$ cat config.mk
export PLATFORM = sky130hd
export DESIGN_NAME = swd_write_port
export DESIGN_NICKNAME = d
export VERILOG_FILES = /design/src/hdl/pin_sync.v /design/src/hdl/lsb_shift_in.v /design/src/hdl/swd_write_port.v
export VERILOG_INCLUDE_DIRS = /design/src /design/src/pkg
export SDC_FILE = /design/constraint.sdc
export NUM_CORES = 1
export LEC_CHECK = 0
export BUFFER_PORTS_ARGS = -buffer_cell sky130_fd_sc_hd__buf_2
export CAP_MARGIN = 5
export CORE_UTILIZATION = 23
export DETAILED_ROUTE_END_ITERATION = 10
export SLEW_MARGIN = 20
export SYNTH_ARGS = -nofsm -noshare
export SYNTH_HDL_FRONTEND = slang
export SYNTH_SLANG_ARGS = --single-unit
export TNS_END_PERCENT = 10
$ cat constraint.sdc
create_clock -name MCLK -period 24.3 [get_ports MCLK]
set_input_delay 1.215 -clock MCLK [delete_from_list [all_inputs] [get_ports MCLK]]
set_output_delay 1.215 -clock MCLK [all_outputs]
set_load 0.01 [all_outputs]
$ cat src/pkg/swd_defs.vh
// Constants for the serial wire packet write path and its register map.
// Operation
// A request begins with one start bit of value 1.
// Port select bit is 0 for debug port, 1 for access port.
// Direction bit is 0 for write, 1 for read.
// Two address bits 3:2 follow, bit 2 first on the wire.
// Debug port address 01 also uses the bank select field.
// Access port address combines request bits with select register address field.
// One parity bit follows the address bits.
// The stop bit is always 0.
// Host parks the line high; the target reads park as 1.
// Acknowledge is three bits: value 001 OK, 010 WAIT, 100 FAULT.
// Host sends write data as 32 bits, least significant first.
// Target sends read data as 32 bits, least significant first.
// A write with device ready and no error is acknowledged OK.
// A write to the target selection register never gets OK.
// A good write is 8 request bits, 3 ack bits, 33 data bits.
// Turnarounds separate request from ack and ack from write data.
// Host sends write data right after the ack and turnaround.
// Debug port write is performed only after the data phase completes.
// No turnaround after write data; next request may follow at once.
// Request parity is even over port select, direction and address.
// Write data ends with even parity over the 32 bits.
// Turnaround length follows the turnaround length field, default one.
// Host may idle by clocking with the data line low.
// Wire order: start, port select, direction, A2, A3, parity, stop, park.
`ifndef SWD_DEFS_VH
`define SWD_DEFS_VH

`define REG_LINK_CTRL 8'h00
`define REG_SELECT 8'h04
`define REG_STATUS 8'h08
`define REG_READ_DATA 8'h0C
`define REG_LAST_WDATA 8'h10
`define REG_LAST_WADDR 8'h14

`define CTRL_TRN_LO 0
`define CTRL_TRN_HI 1
`define CTRL_FORCE_WAIT 4
`define CTRL_RST 32'h0000_0000
`define SELECT_RST 32'h0000_0000
`define READ_DATA_RST 32'h0000_0000

`define STAT_PROTO_ERR 0
`define STAT_WDATA_ERR 1

`define ACK_OK 3'h1
`define ACK_WAIT 3'h2
`define ACK_FAULT 3'h4

`define DP_A_BANKED 2'h1
`define DP_A_SELECT 2'h2
`define DP_A_TARGET_SELECTION_REGISTER 2'h3

`define REQ_BITS 6'h06
`define DATA_BITS 6'h20

`endif

$ cat src/hdl/pin_sync.v
// Three-stage synchroniser for an outside pin with agreement filter and rise pulse.
`timescale 1ns/100ps
module pin_sync (
  input wire clk,
  input wire rst,
  input wire pin,
  output reg level_q,
  output reg rise_q
);
  reg s1_q;
  reg s2_q;
  reg s3_q;

  // The level only moves once stages two and three agree, which rejects a lone glitch.
  always @(posedge clk or posedge rst) begin
    if (rst) begin
      s1_q <= 1'b0;
      s2_q <= 1'b0;
      s3_q <= 1'b0;
      level_q <= 1'b0;
      rise_q <= 1'b0;
    end else begin
      s1_q <= pin;
      s2_q <= s1_q;
      s3_q <= s2_q;
      rise_q <= 1'b0;
      if (s2_q == s3_q) begin
        level_q <= s3_q;
        rise_q <= s3_q & ~level_q;
      end
    end
  end
endmodule

$ cat src/hdl/lsb_shift_in.v
// Serial-in shift register taking least significant bit first, with running parity.
`timescale 1ns/100ps
module lsb_shift_in #(
  parameter W = 32
) (
  input wire clk,
  input wire rst,
  input wire clr,
  input wire en,
  input wire din,
  output reg [W-1:0] data_q,
  output reg par_q
);
  always @(posedge clk or posedge rst) begin
    if (rst) begin
      data_q <= {W{1'b0}};
      par_q <= 1'b0;
    end else if (clr) begin
      data_q <= {W{1'b0}};
      par_q <= 1'b0;
    end else if (en) begin
      data_q <= {din, data_q[W-1:1]};
      par_q <= par_q ^ din;
    end
  end
endmodule

$ cat src/hdl/swd_write_port.v
// Target-side serial wire packet framing with an APB register slave.
//
// Our own choices: the address map and register access over APB.
`timescale 1ns/100ps
`include "swd_defs.vh"
module swd_write_port #(
  parameter DATA_W = 32
) (
  input wire MCLK,
  input wire RST,
  input wire PSEL,
  input wire PENABLE,
  input wire PWRITE,
  input wire [7:0] PADDR,
  input wire [31:0] PWDATA,
  output reg [31:0] PRDATA,
  output reg PREADY,
  output reg PSLVERR,
  input wire SWCLK,
  input wire SWDIO_IN,
  output reg SWDIO_OUT,
  output reg SWDIO_OE,
  output reg WR_VALID,
  output reg WR_AP,
  output reg [31:0] WR_ADDR,
  output reg [DATA_W-1:0] WR_DATA
);
  localparam [7:0] S_IDLE = 8'h01;
  localparam [7:0] S_REQ = 8'h02;
  localparam [7:0] S_TRN1 = 8'h04;
  localparam [7:0] S_ACK = 8'h08;
  localparam [7:0] S_RDAT = 8'h10;
  localparam [7:0] S_TRN2 = 8'h20;
  localparam [7:0] S_WDAT = 8'h40;
  localparam [7:0] S_TRNE = 8'h80;

  wire clk_rise;
  wire dio;
  wire [DATA_W-1:0] sh_data;
  wire sh_par;
  wire sh_en;
  wire sh_clr;

  reg [7:0] state_q;
  reg [5:0] bit_cnt_q;
  reg [1:0] trn_cnt_q;
  reg [4:0] req_q;
  reg [2:0] ack_q;
  reg silent_q;
  reg tsel_q;
  reg ap_q;
  reg rnw_q;
  reg [1:0] a_q;
  reg [31:0] rd_sh_q;

  reg [31:0] ctrl_q;
  reg [31:0] select_q;
  reg [31:0] read_data_q;
  reg proto_err_q;
  reg wdata_err_q;

  reg proto_set;
  reg wdata_set;
  reg sel_from_link;
  reg [31:0] rd_mux;
  reg map_ok;
  reg ro_reg;

  wire [1:0] trn_field;
  wire force_wait;
  wire apb_acc;
  wire apb_wr;
  wire [31:0] dec_addr;
  wire req_par_ok;
  wire req_frame_ok;

  pin_sync u_clk_sync (
    .clk(MCLK),
    .rst(RST),
    .pin(SWCLK),
    .level_q(),
    .rise_q(clk_rise)
  );

  // Data passes the same depth as the clock so both stay aligned at each detected edge.
  pin_sync u_dio_sync (
    .clk(MCLK),
    .rst(RST),
    .pin(SWDIO_IN),
    .level_q(dio),
    .rise_q()
  );

  assign sh_en = clk_rise & state_q[6] & (bit_cnt_q != `DATA_BITS);
  assign sh_clr = state_q[0];

  lsb_shift_in #(
    .W(DATA_W)
  ) u_wdata (
    .clk(MCLK),
    .rst(RST),
    .clr(sh_clr),
    .en(sh_en),
    .din(dio),
    .data_q(sh_data),
    .par_q(sh_par)
  );

  assign trn_field = ctrl_q[`CTRL_TRN_HI:`CTRL_TRN_LO];
  assign force_wait = ctrl_q[`CTRL_FORCE_WAIT];

  // Debug port address uses the bank only for address 01; access port uses select.
  assign dec_addr = ap_q ? {select_q[31:4], a_q, 2'h0} :
    {24'h00_0000, (a_q == `DP_A_BANKED) ? select_q[3:0] : 4'h0, a_q, 2'h0};

  // Fields sit in req_q in wire order: port select, direction, A2, A3, parity; the stop bit goes to silent_q.
  assign req_par_ok = (req_q[4] == ^req_q[3:0]);
  assign req_frame_ok = req_par_ok & (bit_cnt_q == `REQ_BITS) & dio;

  always @(posedge MCLK or posedge RST) begin
    if (RST) begin
      state_q <= S_IDLE;
      bit_cnt_q <= 6'h00;
      trn_cnt_q <= 2'h0;
      req_q <= 5'h00;
      ack_q <= 3'h0;
      silent_q <= 1'b0;
      tsel_q <= 1'b0;
      ap_q <= 1'b0;
      rnw_q <= 1'b0;
      a_q <= 2'h0;
      rd_sh_q <= 32'h0000_0000;
      SWDIO_OUT <= 1'b0;
      SWDIO_OE <= 1'b0;
      WR_VALID <= 1'b0;
      WR_AP <= 1'b0;
      WR_ADDR <= 32'h0000_0000;
      WR_DATA <= {DATA_W{1'b0}};
      proto_set <= 1'b0;
      wdata_set <= 1'b0;
      sel_from_link <= 1'b0;
    end else begin
      WR_VALID <= 1'b0;
      proto_set <= 1'b0;
      wdata_set <= 1'b0;
      sel_from_link <= 1'b0;
      if (clk_rise) begin
        case (state_q)
          S_IDLE: begin
            // A low line is an idle cycle; a high bit opens a request.
            bit_cnt_q <= 6'h00;
            if (dio) begin
              state_q <= S_REQ;
            end
          end
          S_REQ: begin
            if (bit_cnt_q != `REQ_BITS) begin
              if (bit_cnt_q < 6'h05) begin
                req_q[bit_cnt_q[2:0]] <= dio;
              end
              if (bit_cnt_q == 6'h05) begin
                silent_q <= dio;
              end
              bit_cnt_q <= bit_cnt_q + 6'h01;
            end else begin
              ap_q <= req_q[0];
              rnw_q <= req_q[1];
              a_q <= {req_q[3], req_q[2]};
              tsel_q <= ~req_q[0] & ~req_q[1] & ({req_q[3], req_q[2]} == `DP_A_TARGET_SELECTION_REGISTER);
              if (!req_frame_ok || silent_q) begin
                silent_q <= 1'b1;
                proto_set <= 1'b1;
              end else if (~req_q[0] & ~req_q[1] &
                           ({req_q[3], req_q[2]} == `DP_A_TARGET_SELECTION_REGISTER)) begin
                silent_q <= 1'b1;
              end else begin
                silent_q <= 1'b0;
              end
              if (proto_err_q | wdata_err_q) begin
                ack_q <= `ACK_FAULT;
              end else if (force_wait) begin
                ack_q <= `ACK_WAIT;
              end else begin
                ack_q <= `ACK_OK;
              end
              trn_cnt_q <= 2'h0;
              state_q <= S_TRN1;
            end
          end
          S_TRN1: begin
            trn_cnt_q <= trn_cnt_q + 2'h1;
            if (trn_cnt_q == trn_field) begin
              state_q <= S_ACK;
              bit_cnt_q <= 6'h00;
              SWDIO_OE <= ~silent_q;
              SWDIO_OUT <= ack_q[0];
            end
          end
          S_ACK: begin
            bit_cnt_q <= bit_cnt_q + 6'h01;
            trn_cnt_q <= 2'h0;
            if (bit_cnt_q != 6'h02) begin
              SWDIO_OUT <= ack_q[bit_cnt_q[1:0] + 2'h1];
            end else if (!silent_q && ack_q == `ACK_OK && rnw_q) begin
              state_q <= S_RDAT;
              bit_cnt_q <= 6'h00;
              SWDIO_OUT <= read_data_q[0];
              rd_sh_q <= {^read_data_q, read_data_q[31:1]};
            end else if ((!silent_q && ack_q == `ACK_OK) || tsel_q) begin
              state_q <= S_TRN2;
              SWDIO_OE <= 1'b0;
            end else begin
              state_q <= S_TRNE;
              SWDIO_OE <= 1'b0;
            end
          end
          S_RDAT: begin
            if (bit_cnt_q == `DATA_BITS) begin
              SWDIO_OE <= 1'b0;
              trn_cnt_q <= 2'h0;
              state_q <= S_TRNE;
            end else begin
              SWDIO_OUT <= rd_sh_q[0];
              rd_sh_q <= {1'b0, rd_sh_q[31:1]};
              bit_cnt_q <= bit_cnt_q + 6'h01;
            end
          end
          S_TRN2: begin
            trn_cnt_q <= trn_cnt_q + 2'h1;
            if (trn_cnt_q == trn_field) begin
              state_q <= S_WDAT;
              bit_cnt_q <= 6'h00;
            end
          end
          S_WDAT: begin
            if (bit_cnt_q != `DATA_BITS) begin
              bit_cnt_q <= bit_cnt_q + 6'h01;
            end else begin
              // The write lands only now, so its outcome shows in the next acknowledge.
              if (!tsel_q) begin
                if ((sh_par ^ dio) == 1'b0) begin
                  WR_VALID <= 1'b1;
                  WR_AP <= ap_q;
                  WR_ADDR <= dec_addr;
                  WR_DATA <= sh_data;
                  sel_from_link <= ~ap_q & (a_q == `DP_A_SELECT);
                end else begin
                  wdata_set <= 1'b1;
                end
              end
              state_q <= S_IDLE;
            end
          end
          S_TRNE: begin
            trn_cnt_q <= trn_cnt_q + 2'h1;
            if (trn_cnt_q == trn_field) begin
              state_q <= S_IDLE;
            end
          end
          default: begin
            state_q <= S_IDLE;
            SWDIO_OE <= 1'b0;
          end
        endcase
      end
    end
  end

  // APB slave answers with one wait state so that read data comes from a flip-flop.
  assign apb_acc = PSEL & PENABLE & PREADY;
  assign apb_wr = apb_acc & PWRITE;

  always @* begin
    rd_mux = 32'h0000_0000;
    map_ok = 1'b1;
    ro_reg = 1'b0;
    case (PADDR)
      `REG_LINK_CTRL: rd_mux = ctrl_q;
      `REG_SELECT: rd_mux = select_q;
      `REG_STATUS: rd_mux = {16'h0000, state_q, 6'h00, wdata_err_q, proto_err_q};
      `REG_READ_DATA: rd_mux = read_data_q;
      `REG_LAST_WDATA: begin
        rd_mux = WR_DATA;
        ro_reg = 1'b1;
      end
      `REG_LAST_WADDR: begin
        rd_mux = WR_ADDR;
        ro_reg = 1'b1;
      end
      default: map_ok = 1'b0;
    endcase
  end

  always @(posedge MCLK or posedge RST) begin
    if (RST) begin
      PREADY <= 1'b0;
      PSLVERR <= 1'b0;
      PRDATA <= 32'h0000_0000;
      ctrl_q <= `CTRL_RST;
      select_q <= `SELECT_RST;
      read_data_q <= `READ_DATA_RST;
      proto_err_q <= 1'b0;
      wdata_err_q <= 1'b0;
    end else begin
      PREADY <= PSEL & PENABLE & ~PREADY;
      if (PSEL & PENABLE & ~PREADY) begin
        PSLVERR <= ~map_ok | (PWRITE & ro_reg);
        PRDATA <= PWRITE ? 32'h0000_0000 : rd_mux;
      end else begin
        PSLVERR <= 1'b0;
      end
      if (apb_wr && PADDR == `REG_LINK_CTRL) begin
        ctrl_q <= {27'h000_0000, PWDATA[`CTRL_FORCE_WAIT], 2'h0,
                   PWDATA[`CTRL_TRN_HI:`CTRL_TRN_LO]};
      end
      if (apb_wr && PADDR == `REG_READ_DATA) begin
        read_data_q <= PWDATA;
      end
      // A link write to select beats a software write in the same cycle.
      if (sel_from_link) begin
        select_q <= WR_DATA;
      end else if (apb_wr && PADDR == `REG_SELECT) begin
        select_q <= PWDATA;
      end
      // Sticky flags clear on writing one; a new event in that cycle still sets.
      proto_err_q <= (proto_err_q &
        ~(apb_wr & (PADDR == `REG_STATUS) & PWDATA[`STAT_PROTO_ERR])) | proto_set;
      wdata_err_q <= (wdata_err_q &
        ~(apb_wr & (PADDR == `REG_STATUS) & PWDATA[`STAT_WDATA_ERR])) | wdata_set;
    end
  end
endmodule

* Word-level counts from Yosys, hierarchy flattened
Cells that the tools add are included.
** Operators by class
- Mux-type cells :: 79
- $lt $le $gt $ge :: 4
- $add $sub $neg :: 3
- Eq/ne operators :: 43
- Bitwise gates (word level) :: 37
- Reductions and logical operators :: 34
** Operator list (number)
- $mux W32 :: 9
- $pmux W32 S6 :: 1
- $mux W8 :: 10
- $pmux W32 S2 :: 1
- $pmux W8 S8 :: 1
- $mux W1 :: 39
- $mux W6 :: 6
- $pmux W6 S6 :: 1
- $reduce_xor A32 Y1 :: 1
- $eq A8 B4 Y1 const B :: 3
- $eq A8 B5 Y1 const B :: 3
- $ne A2 B2 Y1 const B :: 12
- $and A1 B1 Y1 :: 18
- $eq A8 B3 Y1 const B :: 2
- $reduce_and A5 Y1 :: 3
- $not A1 Y1 :: 14
- $eq A6 B3 Y1 const B :: 2
- $reduce_and A6 Y1 :: 2
- $reduce_and A9 Y1 :: 1
- $eq A8 B1 Y1 const B :: 1
- $eq A8 B2 Y1 const B :: 1
- $eq A8 B6 Y1 const B :: 1
- $eq A8 B7 Y1 const B :: 1
- $eq A8 B8 Y1 const B :: 1
- other kinds (43) :: 66
** Storage, ports and cells
- Bits of input ports :: 47
- Word-level logic and storage cells :: 239
- Output and inout bits :: 102
- Register bits after elaboration :: 278

* Logic depth before layout (Yosys ltp)
Gate-level depths: netlist (run 1).
- Word-level depth :: 10
- Depth in mapped cells :: 9
- Gate-level depth less buffers :: 8

* By module
Synthesis (run 1) repeated with hierarchy kept, for this count alone.
** Unflattened totals
- Cells, all modules :: 1174
- Area total of the unflattened synthesis :: 13187.6 µm²
** Modules (own cells, without submodules)
- swd_write_port :: area an instance 11498.5 µm², cells each 1049, instances 1
- lsb_shift_in :: area an instance 1388.8 µm², cells each 109, instances 1
- pin_sync :: area an instance 150.1 µm², cells each 8, instances 2

* Least setup slack after synthesis (run 1)
Ideal clock, no wire load.
- Path kind :: in2reg
- Start :: input PADDR[1]
- End :: register read_data_q[0]
- Arrival :: 2.904 ns
- Cell stages on the path :: 7
- Path slack :: 21.271 ns
- Buffers on the path :: 2
- Cell sequence :: nor4_1 nor3b_2 and3_1 and2_1 clkbuf_1 buf_2 mux2_2
** Between the ends
- Cells in the longest elaborated chain, start to end :: 2
** RTL lines
- start: declaration :: RTL line swd_write_port.v:14 : input wire [7:0] PADDR,
- $eq A8 B4 Y1
- $logic_and A1 B1 Y1 (no source line)
- end signal: assignment :: RTL line swd_write_port.v:301 : read_data_q <= `READ_DATA_RST;
- end: declaration :: RTL line swd_write_port.v:58 : reg [31:0] read_data_q;
No other way between the ends.
A chain may end at the register's enable or synchronous reset.

* Worst setup path after layout (run 1)
- Start :: register state_q[0]
- End :: register bit_cnt_q[3]
** Between the ends
- Cells in the longest elaborated chain, start to end :: 4
- Elaborated cells between the ends (all ways) :: 15
** RTL lines
- start: declaration :: RTL line swd_write_port.v:44 : reg [7:0] state_q;
- start signal: assignment :: RTL line swd_write_port.v:122 : state_q <= S_IDLE;
- start signal: assignment :: RTL line swd_write_port.v:153 : state_q <= S_REQ;
- start signal: assignment :: RTL line swd_write_port.v:187 : state_q <= S_TRN1;
- $eq A8 B6 Y1 / $eq A8 B3 Y1 (equally long branches) :: RTL line swd_write_port.v:148 : case (state_q)
- $reduce_or A2 Y1 (no source line)
- $reduce_bool A6 Y1 (no source line) / $ne A2 B1 Y1 (equally long branches)
- $reduce_and A6 Y1 (no source line)
- end signal: assignment :: RTL line swd_write_port.v:164 : bit_cnt_q <= bit_cnt_q + 6'h01;
- end signal: assignment :: RTL line swd_write_port.v:200 : bit_cnt_q <= bit_cnt_q + 6'h01;
- end signal: assignment :: RTL line swd_write_port.v:225 : bit_cnt_q <= bit_cnt_q + 6'h01;
- end: declaration :: RTL line swd_write_port.v:45 : reg [5:0] bit_cnt_q;
Several ways; a longest one is shown, not always the timed one.

==> metrics.md, run 1 <==
| Metric | Value |
|---|---|
| Outcome | finished, final reports clean |
| Residual DRC | 0 |
| Fin util | 0.280 |
| Buffers on Ports | 146 |
| Routed WL per cell | 18.2 um |
| Initial antenna violation count | 0 |
| Post-DR vias/cell | 4.67 |
| Layout cell share with drive strength beyond 1 | 0.211 |
| Final setup violation count | 0 |
| Tcrit/Tclk final | 0.142 |
| Mapped Area | 0.0130 sq mm |
| Clk root buf | clkbuf_16 |
| Cell variety after synth | 70 |
| Worst slack, placed | 20.49 ns |
| Slew Viols, Final | 0 |
| Worst EP arrival | 3.96 ns |
| Grt total ovfl | 0 |
| Final ANT Viol Nets | 0 |
| Starting Density | 0.234 |
| Routability cong. | 0.889 |
| Clk_skew | 0.0266 ns |
| Final Hold Vio Count | 0 |
| Rel. slew slack | 0.334 |
| Post-synthesis mux area share | 0.122 |
| Total number of vias | 10200 |
| Fraction of registers with async set or reset after synthesis | 1.00 |
| P&R area growth vs syn | 19.3% |
| Power Density | 66.2 mW/mm^2 |
| Hold buffers post-CTS | 0 |
| Die X | 240 um |
| Setup slack after layout | 20.84 ns |
| Worst VDD drop | 0.0426 mV |
| Slew @ Worst Pin | 1.00 ns |
| CTS tree | done |
| Synthesis Warnings | 0 |
| Nets@finish | 1458 |
| Die Footprint | 0.0574 sq mm |
| Post-CTS resize count | 0 |
| Clock Path Buffers | 3 |
| Startpoint types | flip-flop |
| Crit end category | flip-flop |
| MaxCap Viol Count | 0 |
| Synth Register Bits | 276 |
| # diodes | 0 |
| Critical Path Fanout Max | 44 |
| Die H | 240 um |
| Post-CTS Setup Repair Bufs | 0 |
| Seq/Total Area, Yosys | 0.532 |
| Row cnt | 86 |
| Worst path required time | 24.80 ns |
| Synth Area in Compound Gates | 0.114 |
| Met3 Usage GRT | 0.0281 |
| RSZ-0062 raised after global routing | no |
| GRT met2 Usage | 0.216 |
| Fillers | 5802 |
| I/O pin count | 149 |
| GRT busiest layer | met2 |
| Worst-Skew Late Latency | 0.58 ns |
| Adder-Cell Fraction of Synth Area | 0.00751 |
| Total power | 0.00103 W |
| Final HPWL DP | 27700 um |
| Largest net degree at the start of global routing | 140 |
| TritonRoute pass-1 iters | 10 |
| Leakage | 7.28 nW |
| Tot GR Track Use | 0.137 |
| Grt met1 use | 0.191 |
| Worst-path clk slew | 0.06 ns |
| Hold WC Path Type | flip-flop to flip-flop |
| Path type of the worst setup path | flip-flop to flip-flop |
| Drt initial violations | 873 |
| Clk sinks | 276 |
| CTS H-Tree Depth | 1 |
| Number of global-route vias before repair | 9961 |
| Ys flop type | dfrtp_1 |
| Num CTS Buffers | 31 |
| Main combinational cell family by area after synthesis | simple AND/OR/NAND/NOR gates |
| Synth Area in Simple Gates | 0.165 |
| Cell count after synthesis | 1293 |
| EDFF count, synth | 0 |
| Max Fclk | 289 MHz |
| Routed wire length | 39500 um |
| Global-route wire length before repair | 61300 um |
| Final Critical Period | 3.46 ns |
| Post-Synth XOR/XNOR Area | 0.0263 |
| Core box area | 0.0554 sq mm |
| Syn Area/Cell | 10.0 sq um |
| Final TNS setup | 0 ns |
[cells in the final DEF, fill, tap and decap left out, types with 21 or more instances in the layout]
master       n
dfrtp_1    274
nand3_1     42
o21ai_0     98
nand2_1    348
xnor2_1     29
mux2_2      63
buf_2      146
nor2_1      29
mux2i_1     77
o21ai_1     21
clkbuf_16   31
a222oi_1    21
a21oi_1     40
[worst paths after layout]
path                            startpoint         endpoint  slack, ns  depth (start not counted)
max in group asynchronous              RST    sel_from_link      21.90                          4
hold reg to reg            u_dio_sync.s1_q  u_dio_sync.s2_q       0.35                          0
hold / removal             u_dio_sync.s1_q  u_dio_sync.s2_q       0.35                          0
setup / recovery                state_q[0]     bit_cnt_q[3]      20.84                          5
min in group asynchronous              RST        PRDATA[0]       0.61                          2
setup reg to reg                state_q[0]     bit_cnt_q[3]      20.84                          5
[metal layers]
layer,vias up,wire (um)
met1,5068,18000
met5,-,0
met4,0,583
li1,4710,-
met2,335,18000
met3,40,2860
[Yosys cell counts (all sizes together), types with 8 or more instances]
library cell	number	area, sq um
nand3	44	225
mux2i	77	771
clkbuf	56	210
nor2	30	115
inv	17	63.8
xor2	10	87.6
o2bb2ai	8	70.1
a221oi	12	111
mux2	67	769
a222oi	21	210
o21ai	120	604
a21oi	42	214
xnor2	29	254
buf	30	158
dfrtp	275	6880
nor2b	10	62.6
nand2	348	1310
[report_power, final]
group	total, W	switching, W	internal (W)
combinational	0.0000734	0.0000462	0.0000272
sequential	0.000486	0.0000211	0.000465
clock	0.000465	0.000191	0.000274
total	0.00103	0.000258	0.000767
[logic make-up (layout without fill, tap and decap cells)]
kind of cell / Yosys count / count (layout)
buffers and inverters: 103 / 237
adders and majority gates: 8 / 8
DFF: 276 / 276
other: 1 / 2
AOI/OAI and AO/OA: 234 / 234
xor gates and xnor gates: 39 / 39
muxes: 146 / 146
and+or+nand+nor: 486 / 486
[sequential cells by signal, indices dropped and copies added (netlist names), 2 cells and up]
register / count
req_q: 5
state_q: 8
bit_cnt_q: 6
WR_ADDR: 30
u_wdata.data_q: 32
ctrl_q: 3
read_data_q: 32
select_q: 32
trn_cnt_q: 2
a_q: 2
WR_DATA: 32
rd_sh_q: 32
PRDATA: 32
ack_q: 3
[cell type report]
| cell class | instances | area, sq um | area share |
|---|---|---|---|
| well taps | 748 | 936 | 0.0604 |
| clock buffers | 47 | 896 | 0.0578 |
| multi-input cells | 915 | 5700 | 0.368 |
| flip-flops and latches | 276 | 6910 | 0.446 |
| repair buffers | 163 | 878 | 0.0567 |
| inverters | 17 | 71.3 | 0.00460 |
| clock inverters | 10 | 109 | 0.00702 |
[metrics by stage]
step,hold WS [ns],cell area (sq um),instances
detailed placement,0.339,14500,2118
global route,0.364,15500,2176
global placement,0.338,14500,2118
floorplan,0.331,13000,1294
finish,0.347,15500,2176
CTS,0.352,15500,2175
[critical path, stage by stage (launching register included)]
cell	delay, ns
dfstp_2	0.67
nor4_4	0.70
nand3_2	0.87
nand4_1	0.59
or4b_1	0.47
nand3_1	0.09
Power figures use the tool's default switching activity.
==> run 2, diff against run 1 <==
- clock period: 24.3 -> 3.4 ns (I/O delays scaled with it)
==> metrics.md, run 2 (synthesis results as in run 1) <==
| Metric | Value |
|---|---|
| Outcome | finished, final reports clean |
| Row cnt | 86 |
| Die Footprint | 0.0574 sq mm |
| Routability cong. | 0.882 |
| Max Fclk | 346 MHz |
| Post-CTS resize count | 0 |
| MaxCap Viol Count | 0 |
| Worst VDD drop | 0.441 mV |
| Die X | 240 um |
| Routed WL per cell | 18.5 um |
| Worst path most repeated cell | nand2_1 |
| Residual DRC | 0 |
| Startpoint types | flip-flop |
| Internal Power | 0.00565 W |
| Total power | 0.00751 W |
| CP peak stage delay | 1.07 ns |
| Path type of the worst setup path | flip-flop to flip-flop |
| Clk root buf | clkbuf_16 |
| Total number of vias | 10500 |
| Commonest cells after routing, fill and taps aside | nand2_1, dfrtp_1, buf_2, o21ai_0, mux2i_1 |
| Post-DR vias/cell | 4.71 |
| Number of global-route vias before repair | 10500 |
| Final Critical Period | 2.89 ns |
| Most common cell after layout, fill and taps aside | nand2_1 |
| Worst hold margin | 0.0731 ns |
| TritonRoute pass-1 iters | 7 |
| FF-to-FF path depth | 6 |
| Largest net degree at the start of global routing | 108 |
| Final setup violation count | 0 |
| Crit path cell chain | nor4_4 > nand3_1 > or4_2 > buf_4 > nand2_1 > nand2_1 |
| Hold path depth | 3 |
| CP top delay family | simple AND/OR/NAND/NOR gates |
| Grt total ovfl | 0 |
| Tcrit/Tclk final | 0.849 |
| Worst-path clk slew | 0.06 ns |
| Post-CTS Setup Repair Bufs | 0 |
| Routed wire length | 41200 um |
| CTS tree | done |
| Post-route insts no fill | 2223 |
| P&R area growth vs syn | 23.5% |
| Core box area | 0.0554 sq mm |
| Clk_skew | 0.0183 ns |
| Worst slack, placed | 0.570 ns |
| Slew @ Worst Pin | 1.02 ns |
| Worst-Skew Late Latency | 0.59 ns |
| Setup slack after layout | 0.513 ns |
| Power Density | 468 mW/mm^2 |
| Worst EP arrival | 3.35 ns |
| Crit end category | flip-flop |
| Num CTS Buffers | 30 |
| Switching Share | 0.248 |
| Stages on worst setup path | 6 |
| Clock group share of total power | 0.461 |
| Drt initial violations | 936 |
| Nets@finish | 1509 |
| Clock Path Buffers | 3 |
| Rel. slew slack | 0.317 |
| Gate power share | 0.089 |
| Sw power | 0.00186 W |
| Layout cell share with drive strength beyond 1 | 0.216 |
| Worst path required time | 3.86 ns |
| Leakage | 7.55 nW |
| Critical Path Fanout Max | 23 |
| Slew Viols, Final | 0 |
| RSZ-0062 raised after global routing | no |
| Global-route wire length before repair | 63100 um |
| # diodes | 0 |
| Die H | 240 um |
| Final Hold Vio Count | 0 |
| Tot GR Track Use | 0.141 |
| Final HPWL DP | 28800 um |
| Starting Density | 0.234 |
| Buf/Inv on CP | 1 |
| Crit-path slowest cell | or4_2 |
| Initial antenna violation count | 1 |
| CTS H-Tree Depth | 1 |
| Flop pwr share | 0.450 |
| Hold WC Path Type | input port to flip-flop |
| Final ANT Viol Nets | 0 |
| Buffers on Ports | 146 |
| Number of instances in the placed design | 2135 |
| Clk sinks | 276 |
| Hold buffers post-CTS | 36 |
| I/O pin count | 149 |
[run 2: cell type report]
type	count	area (sq um)
fillers	5736	39400
flip-flops and latches	276	6910
multi-input cells	915	5700
repair buffers	215	1390
well taps	748	936
clock buffers	43	880
clock inverters	9	170
inverters	17	67.6
[run 2: metal layers]
metal / wire length [um] / track usage
met4: 875 / 0.0330
met2: 18300 / 0.217
met5: 0 / 0
met3: 3030 / 0.0379
met1: 18900 / 0.196
[run 2: worst reg2reg max path, delay by kind of cell, from the launching register on]
family | cells | cell delay, ns
simple gates | 5 | 1.90
flops | 1 | 0.53
buf+inv | 1 | 0.34
[run 2: metrics by stage]
stage | util | cell area [sq um] | TNS [ns]
after floorplan | - | 13000 | -115.65
after global placement | 0.264 | 14600 | 0
after detailed placement | 0.264 | 14600 | 0
after CTS | 0.290 | 16000 | 0
after global routing | 0.290 | 16000 | 0
final | 0.290 | 16000 | 0
[run 2: power groups by stage]
| stage | Combinational [W] | Sequential (W) | Clock [W] |
|---|---|---|---|
| after floorplan | 0.000478 | 0.00340 | 0 |
| after global placement | 0.000626 | 0.00343 | 0 |
| after detailed placement | 0.000628 | 0.00344 | 0 |
| after CTS | 0.000665 | 0.00338 | 0.00354 |
| after global routing | 0.000731 | 0.00339 | 0.00368 |
| final | 0.000667 | 0.00338 | 0.00346 |
[run 2: path summary, 6_finish.rpt]
kind / from / to / slack (ns)
max: state_q[2] / WR_DATA[14] / 0.51
min: PADDR[6] / PSLVERR / 0.07
max reg2reg: state_q[2] / WR_DATA[14] / 0.51
min reg2reg: u_clk_sync.s1_q / u_clk_sync.s2_q / 0.35
max in group asynchronous: RST / PSLVERR / 2.24
min in group asynchronous: RST / select_q[4] / 0.18
==> run 3, diff against run 2 <==
- clock period: 3.4 -> 2.8 ns (I/O delays scaled with it)
==> metrics.md, run 3 (synthesis results as in run 1) <==
| Metric | Value |
|---|---|
| CTS tree | done |
| Routability cong. | 0.837 |
| I/O pin count | 149 |
| Post-route cell area | 0.0162 sq mm |
| CTS H-Tree Depth | 1 |
| Number of instances in the placed design | 2144 |
| Slew Viols, Final | 0 |
| Crit-path slowest cell | or4_2 |
| Worst EP arrival | 3.01 ns |
| Die H | 240 um |
| Clk sinks | 276 |
| Clk_skew | 0.0124 ns |
| Initial antenna violation count | 0 |
| Worst path required time | 3.27 ns |
| Num CTS Buffers | 31 |
| Buf/Inv on CP | 1 |
| Crit path cell chain | nor4_4 > nand3_1 > or4_2 > buf_12 > a221oi_1 > nor2_1 |
| Reg2Reg Launch Point | state_q[2] |
| Worst VDD drop | 0.450 mV |
| Nets@finish | 1521 |
| Starting Density | 0.234 |
| Drt initial violations | 978 |
| Most common cell after layout, fill and taps aside | nand2_1 |
| Routed WL per cell | 18.1 um |
| CP top delay family | simple AND/OR/NAND/NOR gates |
| Worst-Skew Late Latency | 0.59 ns |
| Residual DRC | 0 |
| Max Fclk | 393 MHz |
| Hold WC Path Type | input port to flip-flop |
| Final Critical Period | 2.54 ns |
| Largest net degree at the start of global routing | 115 |
| Hold Startpoint | PADDR[6] |
| Rel. slew slack | 0.426 |
| Tot GR Track Use | 0.142 |
| Number of global-route vias before repair | 10200 |
| Slew @ Worst Pin | 0.858 ns |
| Critical path startpoint | state_q[2] |
| Routed wire length | 40600 um |
| Total power | 0.00932 W |
| Global-route wire length before repair | 63100 um |
| Grt total ovfl | 0 |
| RSZ-0062 raised after global routing | no |
| Final HPWL DP | 28400 um |
| Fillers | 5758 |
| Worst hold margin | 0.0467 ns |
| TritonRoute pass-1 iters | 6 |
| Die X | 240 um |
| Total number of vias | 10500 |
| Buffers on Ports | 146 |
| Core box area | 0.0554 sq mm |
| Post-CTS Setup Repair Bufs | 0 |
| Power Density | 574 mW/mm^2 |
| Tcrit/Tclk final | 0.908 |
| MaxCap Viol Count | 0 |
| P&R area growth vs syn | 25.0% |
| Row cnt | 86 |
| Final Hold Vio Count | 0 |
| Startpoint types | flip-flop |
| Leakage | 7.64 nW |
| Commonest cells after routing, fill and taps aside | nand2_1, dfrtp_1, buf_2, o21ai_0, mux2i_1 |
| Critical Path Fanout Max | 49 |
| Clock Path Buffers | 3 |
| Worst-path clk slew | 0.06 ns |
| Outcome | finished, final reports clean |
| CP peak stage delay | 0.74 ns |
| Internal reg-to-reg setup slack | 0.26 ns |
| Layout cell share with drive strength beyond 1 | 0.225 |
| Path type of the worst setup path | flip-flop to flip-flop |
| Post-DR vias/cell | 4.66 |
| Crit end category | flip-flop |
| Post-place instance area | 0.0147 sq mm |
| Die Footprint | 0.0574 sq mm |
| Post-route insts no fill | 2241 |
| Clk root buf | clkbuf_16 |
| Final ANT Viol Nets | 0 |
| Final setup violation count | 0 |
-- run 3: worst register-to-register path, stage by stage, from the launching register on --
cell	delay (ns)
dfrtp_1	0.52
nor4_4	0.42
nand3_1	0.19
or4_2	0.74
buf_12	0.23
a221oi_1	0.28
nor2_1	0.06
-- run 3: path summary, 6_finish.rpt --
kind | cells after the start | endpoint
min in group asynchronous | 3 | WR_DATA[7]
setup reg to reg | 6 | WR_ADDR[7]
hold reg to reg | 0 | u_clk_sync.s2_q
hold / removal | 3 | PSLVERR
setup / recovery | 6 | WR_ADDR[7]
max in group asynchronous | 4 | WR_DATA[15]
-- run 3: routing by layer --
layer,vias up,GRT usage,wire [um]
li1,4836,-,-
met1,5226,0.205,19200
met2,339,0.214,18000
met3,49,0.0282,2650
met4,0,0.0321,736
met5,-,0,0
-- run 3: what timing repair did --
action / in CTS / in global routing
hold endpoints to repair: 86 / 0
hold buffers: 38 / 0
resized for setup: 0 / 0
-- run 3: cell type report --
class                   instances  area (sq um)  share of cell area
diodes                          1          2.50            0.000154
well taps                     748           936              0.0576
inverters                      17          67.6             0.00416
clock buffers                  41           873              0.0538
multi-input cells             915          5700               0.351
flip-flops and latches        276          6910               0.426
repair buffers                226          1510              0.0933
clock inverters                17           234              0.0144
-- run 3: power by group --
| part | internal (W) | total (W) | switching (W) |
|---|---|---|---|
| Clock | 0.00266 | 0.00439 | 0.00174 |
| Combinational | 0.000298 | 0.000834 | 0.000536 |
| Sequential | 0.00404 | 0.00409 | 0.0000569 |
-- run 3: through the flow --
stage | setup WS [ns] | util | setup TNS (ns)
after floorplan | -0.991 | - | -272.42
after global placement | 0.306 | 0.266 | 0
after detailed placement | 0.278 | 0.266 | 0
after CTS | 0.279 | 0.293 | 0
after global routing | 0.127 | 0.293 | 0
final | 0.257 | 0.293 | 0
